[config.mk]
export PLATFORM = sky130hd
export DESIGN_NAME = flash_cmd_decoder
export DESIGN_NICKNAME = d
export VERILOG_FILES = /design/src/flash_cmd_pkg.sv /design/src/flash_cmd_decoder.sv
export SDC_FILE = /design/constraint.sdc
export NUM_CORES = 1
export LEC_CHECK = 0
export BUFFER_PORTS_ARGS = -buffer_cell sky130_fd_sc_hd__buf_2
export CORE_ASPECT_RATIO = 0.6
export CORE_UTILIZATION = 30
export DETAILED_ROUTE_END_ITERATION = 8
export GPL_ROUTABILITY_DRIVEN = 0
export PLACE_DENSITY = 0.5
export SYNTH_ARGS = -nofsm -noshare
export SYNTH_HDL_FRONTEND = slang
export SYNTH_SLANG_ARGS = --single-unit
[constraint.sdc]
create_clock -name clk_sys -period 2.8 [get_ports clk_sys]
set_clock_uncertainty 0.2 [all_clocks]
set_input_delay 0.42 -clock clk_sys [delete_from_list [all_inputs] [get_ports clk_sys]]
set_output_delay 0.42 -clock clk_sys [all_outputs]
set_load 0.05 [all_outputs]
[src/flash_cmd_pkg.sv]
// constants and types for the serial flash command decoder
package flash_cmd_pkg;

   // ==========================================================
   // opcodes
   localparam logic [7:0] op_read_fast = 8'h1b;
   localparam logic [7:0] op_read = 8'h0b;
   localparam logic [7:0] op_read_slow = 8'h03;
   localparam logic [7:0] op_read_dual = 8'h3b;
   localparam logic [7:0] op_erase_4k = 8'h20;
   localparam logic [7:0] op_erase_32k = 8'h52;
   localparam logic [7:0] op_erase_64k = 8'hd8;
   localparam logic [7:0] op_chip_erase_a = 8'h60;
   localparam logic [7:0] op_chip_erase_b = 8'hc7;
   localparam logic [7:0] op_program = 8'h02;
   localparam logic [7:0] op_program_dual = 8'ha2;
   localparam logic [7:0] op_suspend = 8'hb0;
   localparam logic [7:0] op_resume = 8'hd0;
   localparam logic [7:0] op_write_en = 8'h06;
   localparam logic [7:0] op_write_dis = 8'h04;
   localparam logic [7:0] op_protect = 8'h36;
   localparam logic [7:0] op_unprotect = 8'h39;
   localparam logic [7:0] op_read_protect = 8'h3c;
   localparam logic [7:0] op_lockdown = 8'h33;
   localparam logic [7:0] op_freeze = 8'h34;
   localparam logic [7:0] op_read_lockdown = 8'h35;
   localparam logic [7:0] op_otp_write = 8'h9b;
   localparam logic [7:0] op_otp_read = 8'h77;
   localparam logic [7:0] op_status_read = 8'h05;
   localparam logic [7:0] op_status_wr1 = 8'h01;
   localparam logic [7:0] op_status_wr2 = 8'h31;
   localparam logic [7:0] op_soft_reset = 8'hf0;
   localparam logic [7:0] op_id_read = 8'h9f;
   localparam logic [7:0] op_power_down = 8'hb9;
   localparam logic [7:0] op_power_up = 8'hab;

   // ==========================================================
   // geometry
   localparam int addr_bytes = 3;
   localparam int array_addr_w = 21;
   localparam logic [20:0] addr_reset = 21'h000000;
   localparam logic [7:0] byte_reset = 8'h00;

   // byte phase reported to command units
   typedef enum logic [5:0] {
      st_idle = 6'b000001,
      st_opcode = 6'b000010,
      st_address = 6'b000100,
      st_dummy = 6'b001000,
      st_data = 6'b010000,
      st_ignore = 6'b100000
   } phase_t;

   // decoded shape of a command
   typedef struct packed {
      logic known;
      logic has_addr;
      logic [1:0] dummy;
      logic dual_in;
      logic dual_out;
   } shape_t;

endpackage

[src/flash_cmd_decoder.sv]
// serial flash front end: frames, shifts and decodes commands
//Contract
//- a frame starts only once chip select goes active; first 8 bits are opcode
//- every byte is shifted most significant bit first, both directions
//- chip select going inactive ends the current frame
//- an unknown opcode starts nothing
//- after an unknown opcode input is ignored until chip select toggles
//- chip select lost before opcode and address complete means nothing happens
//- top three address bits are dropped; 21 bits reach the array
//- 1Bh fast read: address, two dummy bytes, data
//- 0Bh read: address, one dummy byte, data
//- 03h slow read: address, no dummy, data
//- 3Bh dual output read: address, one dummy, data
//- 20h 52h D8h block erase take address only
//- 60h and C7h chip erase take nothing further
//- 02h and A2h program take address then data bytes
//- B0h suspend and D0h resume are opcode only
//- 06h write enable and 04h write disable are opcode only
//- 36h 39h take address; 3Ch takes address then returns bytes
//- 33h 34h take address plus one byte; 35h address then returns bytes
//- 9Bh takes address and data; 77h address, two dummies, data
//- 05h returns status; 01h and 31h take one byte, no address
//- F0h takes one byte; 9Fh returns id; B9h ABh opcode only
//- input sampled on rising clock edge, output changed on falling edge
//- dual commands turn the unused lane around into input or output
`timescale 1ns/100ps
module flash_cmd_decoder
   import flash_cmd_pkg::*;
(
   input wire logic clk_sys,
   input wire logic rst_b,
   input wire logic sck,
   input wire logic cs_b,
   input wire logic input_lane_bidir_in,
   output logic input_lane_bidir_out,
   output logic input_lane_bidir_oe,
   input wire logic output_lane_bidir_in,
   output logic output_lane_bidir_out,
   output logic output_lane_bidir_oe,
   input wire logic [7:0] tx_byte,
   output logic tx_load,
   output logic [7:0] opcode,
   output logic [20:0] address,
   output logic [5:0] phase,
   output logic cmd_start,
   output logic frame_end,
   output logic [7:0] rx_byte,
   output logic rx_valid,
   output logic [2:0] bit_count
);

   // ==========================================================
   // pin synchronisers: three stages, change taken when 2nd and 3rd agree
   logic [2:0] sck_s;
   logic [2:0] cs_s;
   logic [2:0] si_s;
   logic [2:0] so_s;
   logic sck_q;
   logic cs_q;
   logic si_q;
   logic so_q;

   always_ff @(posedge clk_sys) begin
      if (!rst_b) begin
         sck_s <= 3'h0;
         cs_s <= 3'h7;
         si_s <= 3'h0;
         so_s <= 3'h0;
      end else begin
         sck_s <= {sck_s[1:0], sck};
         cs_s <= {cs_s[1:0], cs_b};
         si_s <= {si_s[1:0], input_lane_bidir_in};
         so_s <= {so_s[1:0], output_lane_bidir_in};
      end
   end

   always_ff @(posedge clk_sys) begin
      if (!rst_b) begin
         sck_q <= 1'b0;
         cs_q <= 1'b1;
         si_q <= 1'b0;
         so_q <= 1'b0;
      end else begin
         if (sck_s[1] == sck_s[2]) sck_q <= sck_s[2];
         if (cs_s[1] == cs_s[2]) cs_q <= cs_s[2];
         if (si_s[1] == si_s[2]) si_q <= si_s[2];
         if (so_s[1] == so_s[2]) so_q <= so_s[2];
      end
   end

   logic sck_d;
   logic cs_d;
   always_ff @(posedge clk_sys) begin
      if (!rst_b) begin
         sck_d <= 1'b0;
         cs_d <= 1'b1;
      end else begin
         sck_d <= sck_q;
         cs_d <= cs_q;
      end
   end

   wire sck_rise = sck_q & ~sck_d;
   wire sck_fall = ~sck_q & sck_d;
   wire cs_fall = ~cs_q & cs_d;
   wire cs_rise = cs_q & ~cs_d;

   // ==========================================================
   // opcode decode table
   function automatic shape_t decode(input logic [7:0] op);
      shape_t s;
      s = '0;
      s.known = 1'b1;
      case (op)
         op_read_fast, op_otp_read: begin
            s.has_addr = 1'b1;
            s.dummy = 2'd2;
         end
         op_read: begin
            s.has_addr = 1'b1;
            s.dummy = 2'd1;
         end
         op_read_dual: begin
            s.has_addr = 1'b1;
            s.dummy = 2'd1;
            s.dual_out = 1'b1;
         end
         op_program_dual: begin
            s.has_addr = 1'b1;
            s.dual_in = 1'b1;
         end
         op_read_slow, op_erase_4k, op_erase_32k, op_erase_64k, op_program,
         op_protect, op_unprotect, op_read_protect, op_lockdown, op_freeze,
         op_read_lockdown, op_otp_write:
            s.has_addr = 1'b1;
         op_chip_erase_a, op_chip_erase_b, op_suspend, op_resume,
         op_write_en, op_write_dis, op_status_read, op_status_wr1,
         op_status_wr2, op_soft_reset, op_id_read, op_power_down,
         op_power_up:
            s.known = 1'b1;
         default:
            s.known = 1'b0;
      endcase
      return s;
   endfunction

   // ==========================================================
   // frame state machine
   phase_t state;
   shape_t shape;
   logic [7:0] shreg;
   logic [1:0] byte_idx;
   logic [7:0] next_byte;
   logic byte_done;
   shape_t next_shape;

   // dual-input data phase takes two bits per edge, so a byte closes after four
   wire dual_rx = (state == st_data) && shape.dual_in;
   assign next_byte = dual_rx ? {shreg[5:0], so_q, si_q} : {shreg[6:0], si_q};
   assign byte_done = dual_rx ? (bit_count[1:0] == 2'h3) : (bit_count == 3'h7);
   assign next_shape = decode(next_byte);

   always_ff @(posedge clk_sys) begin
      if (!rst_b) begin
         state <= st_idle;
         shape <= '0;
         shreg <= byte_reset;
         bit_count <= 3'h0;
         byte_idx <= 2'h0;
         opcode <= byte_reset;
         address <= addr_reset;
         cmd_start <= 1'b0;
         rx_valid <= 1'b0;
         rx_byte <= byte_reset;
      end else begin
         cmd_start <= 1'b0;
         rx_valid <= 1'b0;
         if (cs_rise) begin
            state <= st_idle;
            bit_count <= 3'h0;
         end else if (cs_fall) begin
            state <= st_opcode;
            bit_count <= 3'h0;
            byte_idx <= 2'h0;
         end else if (sck_rise && !cs_q) begin
            case (state)
               st_opcode: begin
                  shreg <= next_byte;
                  bit_count <= bit_count + 3'h1;
                  if (byte_done) begin
                     opcode <= next_byte;
                     shape <= next_shape;
                     byte_idx <= 2'h0;
                     if (!next_shape.known) begin
                        state <= st_ignore;
                     end else if (next_shape.has_addr) begin
                        state <= st_address;
                     end else begin
                        state <= st_data;
                        cmd_start <= 1'b1;
                     end
                  end
               end
               st_address: begin
                  shreg <= next_byte;
                  bit_count <= bit_count + 3'h1;
                  if (byte_done) begin
                     // upper three bits fall off the 21-bit register
                     address <= {address[12:0], next_byte};
                     if (byte_idx == 2'(addr_bytes - 1)) begin
                        byte_idx <= 2'h0;
                        // command only begins once the full address is in
                        cmd_start <= 1'b1;
                        state <= (shape.dummy != 2'd0) ? st_dummy : st_data;
                     end else begin
                        byte_idx <= byte_idx + 2'h1;
                     end
                  end
               end
               st_dummy: begin
                  bit_count <= bit_count + 3'h1;
                  if (byte_done) begin
                     if (byte_idx == shape.dummy - 2'd1) begin
                        state <= st_data;
                     end
                     byte_idx <= byte_idx + 2'h1;
                  end
               end
               st_data: begin
                  shreg <= next_byte;
                  bit_count <= dual_rx ? {1'b0, bit_count[1:0] + 2'h1} : bit_count + 3'h1;
                  if (byte_done) begin
                     bit_count <= 3'h0;
                     rx_byte <= next_byte;
                     rx_valid <= 1'b1;
                  end
               end
               st_ignore: state <= st_ignore;
               st_idle: state <= st_idle;
               default: state <= st_idle;
            endcase
         end
      end
   end

   assign phase = state;

   // ==========================================================
   // output lanes: shift on the falling edge
   logic [7:0] tx_sh;
   // single lane needs eight falls per byte, dual lane four
   logic [2:0] tx_cnt;
   logic tx_first;
   wire tx_phase = (state == st_data) && !cs_q;

   always_ff @(posedge clk_sys) begin
      if (!rst_b) begin
         tx_sh <= byte_reset;
         tx_cnt <= 3'h0;
         tx_first <= 1'b1;
         tx_load <= 1'b0;
         output_lane_bidir_out <= 1'b0;
         input_lane_bidir_out <= 1'b0;
         output_lane_bidir_oe <= 1'b0;
         input_lane_bidir_oe <= 1'b0;
      end else begin
         tx_load <= 1'b0;
         // dual-input program turns the output lane into an input
         output_lane_bidir_oe <= tx_phase && !shape.dual_in;
         input_lane_bidir_oe <= tx_phase && shape.dual_out;
         if (!tx_phase) begin
            tx_first <= 1'b1;
            tx_cnt <= 3'h0;
            if (cs_q) begin
               output_lane_bidir_oe <= 1'b0;
               input_lane_bidir_oe <= 1'b0;
            end
         end else if (sck_fall) begin
            if (tx_first || tx_cnt == 3'h0) begin
               output_lane_bidir_out <= tx_byte[7];
               input_lane_bidir_out <= tx_byte[6];
               tx_sh <= shape.dual_out ? {tx_byte[5:0], 2'b00} : {tx_byte[6:0], 1'b0};
               tx_load <= 1'b1;
               tx_first <= 1'b0;
               tx_cnt <= shape.dual_out ? 3'h3 : 3'h7;
            end else begin
               output_lane_bidir_out <= tx_sh[7];
               input_lane_bidir_out <= tx_sh[6];
               tx_sh <= shape.dual_out ? {tx_sh[5:0], 2'b00} : {tx_sh[6:0], 1'b0};
               tx_cnt <= tx_cnt - 3'h1;
            end
         end
      end
   end

   always_ff @(posedge clk_sys) begin
      if (!rst_b) begin
         frame_end <= 1'b0;
      end else begin
         frame_end <= cs_rise;
      end
   end

endmodule

## Yosys cells after proc, flatten, opt, wreduce, memory -nomap -nowiden

Index checks and enable logic that the tools add are counted.

- Flip-flop bits (word level): 97
- Input port bits: 14
- Bits in writable memories: 0
- ROM bits: 0
- Latch bits: 0
- Memories kept: 0

- Divide/modulo/power cells: 0
- Mux-type cells: 47
- Reductions and logical operators: 35
- Shift-type cells: 0
- Add/subtract/negate cells: 5
- $mul: 0
- Equal/unequal tests: 54
- Bitwise gates (word level): 13
- Magnitude comparators: 0

Operator list:

| kind | number |
|---|---|
| $eq A8 B8 Y1 const B | 10 |
| $eq A8 B6 Y1 const B | 9 |
| $mux W6 | 6 |
| $mux W8 | 4 |
| $pmux W6 S5 | 1 |
| $reduce_or A30 Y1 | 1 |
| $eq A8 B3 Y1 const B | 3 |
| $eq A8 B7 Y1 const B | 3 |
| $mux W1 | 18 |
| $reduce_or A17 Y1 | 1 |
| $eq A8 B2 Y1 const B | 2 |
| $mux W2 | 8 |
| $ne A3 B3 Y1 const B | 5 |
| $reduce_and A5 Y1 | 3 |
| $reduce_and A7 Y1 | 2 |
| $mux W3 | 4 |
| $ne A2 B2 Y1 const B | 6 |
| $mux W5 | 2 |
| $not A1 Y1 | 9 |
| $reduce_or A3 Y1 | 3 |
| $eq A8 B1 Y1 const B | 1 |
| $eq A8 B4 Y1 const B | 1 |
| $eq A8 B5 Y1 const B | 1 |
| $reduce_and A2 Y1 | 4 |
| 30 further kinds | 47 |

## Logic depth before layout (Yosys ltp)

Gate-level depths: netlist (run 1).

- Word-level depth: 12
- Depth in mapped cells: 10
- Depth with buffers taken out: 8

## Worst setup path after synthesis (run 1)

OpenSTA, ideal clock, no wires.

- Path kind: reg-to-reg
- From: register state[1] (netlist: phase[1])
- To: register address[12]
- Path buffers: 3
- Slack: -0.080 ns
- Arrival time: 2.605 ns
- Stages on the path, launching flop included: 10
- Required time: 2.524 ns
- Cells stage by stage: dfxtp_1 -> buf_6 -> or4_4 -> nor2_8 -> mux2i_2 -> or3_1 -> clkbuf_1 -> buf_2 -> nand2_1 -> a21boi_0

- Word-level cells in the longest chain between the ends: 4

Ends and longest elaborated chain:

| item | RTL line | text |
|---|---|---|
| from (decl) | flash_cmd_decoder.sv:149 | `phase_t state;` |
| from (signal assigned) | flash_cmd_decoder.sv:165 | `state <= st_idle;` |
| from (signal assigned) | flash_cmd_decoder.sv:179 | `state <= st_idle;` |
| from (signal assigned) | flash_cmd_decoder.sv:182 | `state <= st_opcode;` |
| $eq A6 B5 Y1 | flash_cmd_decoder.sv:158 | `wire dual_rx = (state == st_data) && shape.dual_in;` |
| $logic_and A1 B1 Y1 | flash_cmd_decoder.sv:158 |  |
| $mux W1 | flash_cmd_decoder.sv:160 | `assign byte_done = dual_rx ? (bit_count[1:0] == 2'h3) : (bit_count == 3'h7);` |
| $reduce_and A5 Y1 (no line) * | -- |  |
| to (signal assigned) | flash_cmd_decoder.sv:171 | `address <= addr_reset;` |
| to (signal assigned) | flash_cmd_decoder.sv:209 | `address <= {address[12:0], next_byte};` |
| to (decl) | flash_cmd_decoder.sv:43 | `output logic [20:0] address,` |

Mark *: on every way between the ends. The rest lies on a longest branch, timed or not.
A chain may end at the register's enable or synchronous reset.

## Worst setup path after layout (run 1)

- From: register state[1] (netlist: phase[1])
- To: register state[4] (netlist: phase[4])

- Word-level cells in the longest chain between the ends: 10

Ends and longest elaborated chain:

| item | RTL line | text |
|---|---|---|
| $eq A6 B5 Y1 | flash_cmd_decoder.sv:158, flash_cmd_decoder.sv:186 |  |
| $logic_and A1 B1 Y1 | flash_cmd_decoder.sv:158 |  |
| $mux W8 | flash_cmd_decoder.sv:159 | `assign next_byte = dual_rx ? {shreg[5:0], so_q, si_q} : {shreg[6:0], si_q};` |
| $eq A8 B2 Y1 (tied with other cells) | flash_cmd_decoder.sv:114 | `case (op)` |
| $reduce_or A17 Y1 (no line) | -- |  |
| $mux W1 | flash_cmd_decoder.sv:114 |  |
| $mux W5 | flash_cmd_decoder.sv:196 | `end else if (next_shape.has_addr) begin` |
| $mux W6 | flash_cmd_decoder.sv:194 | `if (!next_shape.known) begin` |
| $mux W6 | flash_cmd_decoder.sv:190 | `if (byte_done) begin` |
| $pmux W6 S5 | flash_cmd_decoder.sv:186 | `case (state)` |

Parallel ways exist; a longest one is shown, timed or not. The select of a mux whose other input is x is not followed.

==> impl_metrics.ini, run 1 <==
[global_routing]
antenna_found_initial = 1
grt_max_degree = 67
grt_usage = 0.158
grt_pass1_vias = 4025
overflow = 0
grt_pass1_wl_um = 21200

[timing]
final-setup-viol-count = 0
slew-limit-headroom = 0.387
hold_viol = 0
tightest_slew_ns = 0.915
hold_slack_ns = 0.0682
max_freq_ghz = 0.370
period_minus_slack_ns = 2.70
period_share = 0.965
slew_violations = 0

[final_layout]
area_delta_synth_final_pct = 23.2
fill_cells = 1626
layout_commonest_cell = dfxtp_1
final_cells = 854
drive_above_1_share = 0.228
final_cell_mix = dfxtp_1 (93), nand2_1 (86), buf_2 (67)
fin_nets = 669
finalCoreUtilization = 0.386

[setup_path]
path_class = flop to flop
timing.critical_path.to_type = flop
crit_fanout = 8
required_ns = 2.84
crit_path_start_kind = flop
critPathLaunch = phase[1]$_SDFFE_PP0P_
worstPathArrival_ns = 2.74
r2r_start = phase[1]$_SDFFE_PP0P_

[yosys]
yosys.area_share.simple = 0.257
yosys.area_share.xor_xnor = 0.0143
synthDistinctLibCells = 67
synth.area.mux_share = 0.0542
synth_area_per_cell_um2 = 8.62
synth_edf_count = 0
synthAdderAreaFrac = 0.0255
async_flop_share = 0
synth_flop_cell = dfxtp_1
ys_seq_elements = 96
synth_area_um2 = 4910
synth_top_family_by_area = simple AND/OR/NAND/NOR gates
yosysSeqAreaShare = 0.391
synth.net_count = 594
syn_inst = 570
yosys_warnings = 0
synth-compound-area-share = 0.204

[power]
power.internal_mw = 2.23
switching_share = 0.206
seqPwrFrac = 0.489
p_switching_uw = 578
ir_drop_uv = 275
p_leak_nw = 2.74
share_clk_of_total_power = 0.493
p_per_area_nw_per_um2 = 464
combPwrFrac = 0.018

[place]
hpwl_um = 9650
post-place-cells = 831
io_buffers = 67

[clock_network]
clkLatencyLatePin_ns = 0.34
cts-buffers-inserted = 9
cts_tree = built
cts_buffer_depth = 2
h-tree-depth = 3
cts.sinks = 96
cts.clk_slew.worst_paths_ns = 0.07
cts_root_buf = clkbuf_16

[floorplan]
ioPinCount = 68
start_util = 0.313
die_h_um = 101
dieArea_um2 = 16900
fp-row-count = 35
core_um2 = 15700
dieWidth_um = 167

[route]
avgRoutedWirePerCell_um = 15.9
dr.first_iter.drc_count = 629
ant_nets = 0
drc = 0
first_pass_iters = 5
vias = 4396
vias_per_cell = 5.15
wirelength_um = 13600

[flow_run]
max_cap_viol_count = 0

[status]
outcome = complete, no violations

[min_path]
min-delay-path-class = input pin to flop
min_from = cs_b
logic make-up (layout without fill, tap and decap cells):
group,Yosys count,count (layout)
simple gates,238,239
compound gates,131,131
flops,96,96
buf+inv,61,140
mux,26,26
fa+ha+maj,10,10
xor+xnor,8,8
other cells,0,1
cells in the mapped netlist (8+ instances only):
master,n,area (µm²)
dfxtp_1,96,1920
nand2_1,86,323
nor2_1,36,135
o211a_1,33,330
clkbuf_1,30,113
mux2i_1,23,230
a21oi_1,19,95.1
a21boi_0,15,113
inv_1,15,56.3
nand3_1,15,75.1
o21ai_0,15,75.1
and2_1,14,87.6
nand4_1,14,87.6
nor2b_1,13,81.3
buf_2,10,50.1
ha_1,10,125
nand2b_1,8,50.1
nor3_1,8,40.0
cell type report:
type                            count  area [µm²]  share of cell area
Inverter                           15        56.3             0.00930
Sequential cell                    96        1930               0.318
Clock buffer                       11         253              0.0418
Antenna cell                        1        2.50            0.000413
Multi-Input combinational cell    414        2810               0.465
Clock inverter                      5        85.1              0.0141
Tap cell                          203         254              0.0420
Timing Repair Buffer              109         663               0.110
repair_timing:
| item | 4_1_cts | 5_1_grt |
|---|---|---|
| hold buffers | 0 | 0 |
| resized for setup | 3 | 10 |
| buffers inserted | 0 | 5 |
| setup endpoints to repair | 4 | 25 |
| cloned | 0 | 1 |
| pin swaps | 1 | 7 |
worst paths after layout:
path         cells past startpoint                     to  slack [ns]
min reg2reg                      1     cs_s[1]$_SDFF_PN1_        0.22
max reg2reg                      7  phase[4]$_SDFFE_PP0P_         0.1
min                              2     cs_s[0]$_SDFF_PN1_        0.07
max                              7  phase[4]$_SDFFE_PP0P_         0.1
state kept, by name, summed over array words and instances, names as in the netlist, 2 cells and up:
| signal | count |
|---|---|
| cs_s | 3 |
| shape | 4 |
| address | 21 |
| tx_sh | 7 |
| shreg | 7 |
| si_s | 3 |
| phase | 6 |
| bit_count | 3 |
| byte_idx | 2 |
| sck_s | 3 |
| opcode | 8 |
| tx_cnt | 3 |
| so_s | 3 |
| rx_byte | 8 |
power by group through the flow:
stage / Clock (mW) / Sequential [mW] / Combinational, mW
final: 1.38 / 1.37 / 0.0510
after global routing: 1.47 / 1.37 / 0.0569
after CTS: 1.41 / 1.37 / 0.0520
after detailed placement: 0 / 1.41 / 0.0517
after global placement: 0 / 1.41 / 0.0509
after floorplan: 0 / 1.41 / 0.0344
critical path, cell delays in order (launching register included):
cell and delay [ns]:
dfxtp_2 0.32, or4_4 0.59, nor2_8 0.20, mux2_4 0.33
nand4b_1 0.26, nor3_4 0.28, o31ai_4 0.13, o41ai_2 0.28
per-layer routing:
| metal | GRT usage | vias to the layer above | wire length (µm) |
|---|---|---|---|
| li1 | - | 2192 | - |
| met1 | 0.226 | 2069 | 7220 |
| met2 | 0.227 | 128 | 5340 |
| met3 | 0.0543 | 7 | 966 |
| met4 | 0.0325 | 0 | 47 |
| met5 | 0 | - | 0 |
metrics by stage:
stage                     power, mW  TNS [ns]  setup slack (ns)  cell area [µm²]
after floorplan                1.44         0            0.0148             4930
after global placement         1.46    -0.109           -0.0677             5580
after detailed placement       1.46    -0.130           -0.0836             5580
after CTS                      2.84  -0.00167          -0.00167             5940
after global routing           2.90   -0.0323           -0.0274             6050
final                          2.81         0            0.0972             6050
No activity file was read; power rests on OpenSTA's default activity.
==> run 2, diff against run 1 <==
CTS_BUF_LIST = sky130_fd_sc_hd__clkbuf_16   (was unset)
clock period = 2.3 ns   (was 2.8 ns; I/O delays follow)
==> impl_metrics.ini, run 2 (synthesis results as in run 1) <==
[power]
p_leak_nw = 3.19
p_per_area_nw_per_um2 = 470
ir_drop_uv = 280

[floorplan]
dieWidth_um = 167
dieArea_um2 = 16900
fp-row-count = 35
start_util = 0.313
core_um2 = 15700
ioPinCount = 68
die_h_um = 101

[setup_path]
crit_path_start_kind = flop
path_cells = or4_4, nor2_8, buf_6, o21ai_1, a222oi_1, nand4_1, buf_6, o31ai_4, a21oi_2
worstPathArrival_ns = 2.67
timing.critical_path.to_type = flop
crit_family = simple AND/OR/NAND/NOR gates
path_class = flop to flop
max_stage_delay_ns = 0.58
cpMostUsedCell = buf_6
path_buf_inv = 2
crit_fanout = 5
required_ns = 2.32
critPathSlowestCell = or4_4

[route]
ant_nets = 0
vias = 4740
first_pass_iters = 5
avgRoutedWirePerCell_um = 16.0
drc = 0
wirelength_um = 14900
vias_per_cell = 5.10
dr.first_iter.drc_count = 356

[timing]
slew_violations = 0
rsz0062_at_grt = true
hold_viol = 0
tightest_slew_ns = 0.513
period_minus_slack_ns = 2.65
max_freq_ghz = 0.377
final.setup.worst_slack_ns = -0.352
final-setup-viol-count = 53
tns_ns = -10.10
period_share = 1.15
slew-limit-headroom = 0.656

[global_routing]
grt_usage = 0.178
grt_max_degree = 53
grt_pass1_wl_um = 23600
grt_pass1_vias = 4417
antenna_found_initial = 0
overflow = 0

[final_layout]
largest_reg_flops = 21
diodes = 0
layout_commonest_cell = buf_4
top_regs = address x21, opcode x8, rx_byte x8
drive_above_1_share = 0.351
fin_nets = 746
fill_cells = 1528
final_cell_mix = buf_4 (92), dfxtp_1 (91), nand2_1 (74)
regMostFlops = address
area_delta_synth_final_pct = 39.5

[clock_network]
cts_tree = built
cts.clk_slew.worst_paths_ns = 0.07
cts-buffers-inserted = 9
clkLatencyLatePin_ns = 0.34
h-tree-depth = 3
cts_buffer_depth = 2
cts_root_buf = clkbuf_16
cts.sinks = 96

[status]
violations = negative setup slack
outcome = finished, violations left

[min_path]
min-delay-path-class = input pin to flop

[place]
io_buffers = 67
place_ws_ns = -0.458
hpwl_um = 10300

[flow_run]
max_cap_viol_count = 0
run 2: cell type report:
type,instances,area (µm²),share of cell area
multi-input cells,415,2990,0.435
flip-flops and latches,96,1930,0.282
repair buffers,185,1340,0.195
well taps,203,254,0.0371
clock buffers,9,225,0.0329
clock inverters,7,62.6,0.00913
inverters,15,56.3,0.00821
run 2: power breakdown:
group	switching (mW)	internal [mW]	leakage [nW]
clock network	0.646	0.834	0.142
logic	0.0390	0.0317	2.27
registers	0.00342	1.67	0.777
total	0.689	2.53	3.19
run 2: metrics by stage:
step	std cells	util	hold WS [ns]	instance area [µm²]	power (mW)
floorplan	570	-	0.186	4990	1.75
global placement	894	0.391	0.198	6130	1.78
detailed placement	894	0.391	0.196	6130	1.78
CTS	923	0.426	0.0164	6670	3.26
global route	930	0.437	0.0308	6860	3.32
finish	930	0.437	0.0241	6860	3.22
run 2: layer usage:
| metal | track usage | vias up | routed length [µm] |
|---|---|---|---|
| met4 | 0.0303 | 0 | 79 |
| met5 | 0 | - | 0 |
| met2 | 0.246 | 137 | 5930 |
| met3 | 0.0465 | 11 | 993 |
| met1 | 0.273 | 2248 | 7880 |
| li1 | - | 2344 | - |
run 2: timing repair:
item | CTS | global route
setup buffers | 10 | 7
gates cloned | 3 | 1
endpoints found under the hold margin | 2 | 0
hold buffers | 2 | 0
gates resized for setup | 38 | 32
pin swaps | 20 | 26
setup endpoints to repair | 55 | 66
run 2: worst paths after layout:
kind | start | end | slack [ns] | cells past startpoint
hold reg to reg | cs_s[0]$_SDFF_PN1_ | cs_s[1]$_SDFF_PN1_ | 0.21 | 1
setup reg to reg | phase[2]$_SDFFE_PP0P_ | cmd_start$_SDFF_PP0_ | -0.35 | 9
setup / recovery | phase[2]$_SDFFE_PP0P_ | cmd_start$_SDFF_PP0_ | -0.35 | 9
hold / removal | input_lane_bidir_in | si_s[0]$_SDFF_PN0_ | 0.02 | 2
==> run 3, diff against run 2 <==
SKIP_CTS_REPAIR_TIMING = 1   (was unset)
==> impl_metrics.ini, run 3 (synthesis results as in run 1) <==
[final_layout]
fin_nets = 746
fill_cells = 1515
largest_reg_flops = 21
layout_commonest_cell = buf_4
regMostFlops = address
finalCoreUtilization = 0.446
drive_above_1_share = 0.362
final_cells = 930
final_cell_mix = buf_4 (91), dfxtp_1 (90), nand2_1 (73)
diodes = 0
top_regs = address x21, opcode x8, rx_byte x8
area_delta_synth_final_pct = 42.3

[global_routing]
grt_pass1_wl_um = 22600
met1_usage = 0.259
overflow = 0
grt.busiest_layer = met1
antenna_found_initial = 0
grt_pass1_vias = 4271
met3_usage = 0.0461
grt_max_degree = 53
grt_usage = 0.169
gr-usage-met2 = 0.233

[timing]
period_share = 1.14
hold_viol = 0
slew-limit-headroom = 0.655
max_freq_ghz = 0.382
slew_violations = 0
rsz0062_at_grt = true
tightest_slew_ns = 0.515
final.setup.worst_slack_ns = -0.321
hold_slack_ns = 0.00273
period_minus_slack_ns = 2.62
final-setup-viol-count = 53

[place]
io_buffers = 67
hpwl_um = 10300
post-place-cells = 894

[setup_path]
required_ns = 2.34
crit_path_start_kind = flop
path_class = flop to flop
timing.critical_path.to_type = flop
crit_fanout = 3
critPathSlowestCell = or4_4
max_stage_delay_ns = 0.58
path_cells = or4_4, nor2_8, mux2_4, nand4b_1, buf_4, nor3_4, o221ai_2, o41ai_2
worstPathArrival_ns = 2.66

[route]
avgRoutedWirePerCell_um = 16.1
ant_nets = 0
vias = 4765
vias_per_cell = 5.12
drc = 0
dr.first_iter.drc_count = 378
first_pass_iters = 5
wirelength_um = 14900

[clock_network]
cts_root_buf = clkbuf_16
clkLatencyLatePin_ns = 0.34
cts.sinks = 96
cts-buffers-inserted = 9
cts.clk_slew.worst_paths_ns = 0.07
cts_buffer_depth = 2
h-tree-depth = 3
cts_tree = built

[power]
power.internal_mw = 2.53
seqPwrFrac = 0.518
p_per_area_nw_per_um2 = 461
p_switching_uw = 693
p_leak_nw = 3.24
p_total_mw = 3.22
ir_drop_uv = 280
switching_share = 0.215
combPwrFrac = 0.021
share_clk_of_total_power = 0.461

[status]
violations = negative setup slack
outcome = finished, violations left

[floorplan]
core_um2 = 15700
start_util = 0.313
dieArea_um2 = 16900
dieWidth_um = 167
fp-row-count = 35
ioPinCount = 68
die_h_um = 101

[min_path]
min-delay-path-class = input pin to flop

[flow_run]
max_cap_viol_count = 0
## run 3: changes by cell type in the layout (fill, tap and decap cells not counted), moves of 3 or more
cell / previous run / this run
nand2_4: 0 / 6
nor2_1: 36 / 33
buf_12: 3 / 7
buf_8: 0 / 3
nand2_2: 12 / 7
nor2_4: 0 / 3
buf_6: 20 / 14
## run 3: per-layer routing
metal  vias to the layer above  routed length, µm
met4                         0                 92
met2                       152               5970
met3                        11               1070
li1                       2341                  -
met5                         -                  0
met1                      2261               7810
## run 3: area by class of cell
type	count	area [µm²]	share of cell area
repair buffers	186	1420	0.204
clock buffers	9	225	0.0322
well taps	203	254	0.0363
clock inverters	7	62.6	0.00895
flip-flops and latches	96	1930	0.277
inverters	15	56.3	0.00805
multi-input cells	414	3040	0.434
## run 3: critical path, delay by kind of cell, from the launching register on
family	cells	cell delay, ns
compound gates	2	0.36
simple gates	4	1.14
buf+inv	1	0.16
flops	1	0.34
mux	1	0.32
## run 3: final timing paths
check / startpoint / end / slack [ns] / depth (start not counted)
setup / recovery: phase[1]$_SDFFE_PP0P_ / phase[5]$_SDFFE_PP0P_ / -0.32 / 8
hold / removal: cs_b / cs_s[0]$_SDFF_PN1_ / 0.003 / 2
setup reg to reg: phase[1]$_SDFFE_PP0P_ / phase[5]$_SDFFE_PP0P_ / -0.32 / 8
hold reg to reg: cs_s[0]$_SDFF_PN1_ / cs_s[1]$_SDFF_PN1_ / 0.21 / 1
## run 3: power groups by stage
stage	clock network (mW)	registers [mW]	logic, mW
5_1_grt	1.58	1.67	0.0753
3_5_place_dp	0	1.71	0.0670
4_1_cts	1.52	1.67	0.0670
6_report	1.49	1.67	0.0680
3_3_place_gp	0	1.71	0.0659
2_1_floorplan	0	1.71	0.0422
## run 3: through the flow
step / setup WS (ns) / instance area, µm² / TNS [ns]
after CTS: -0.469 / 6420 / -11.30
after floorplan: -0.339 / 4990 / -7.17
after global routing: -0.433 / 6990 / -14.45
final: -0.321 / 6990 / -10.13
after global placement: -0.471 / 6130 / -8.40
after detailed placement: -0.458 / 6130 / -10.24
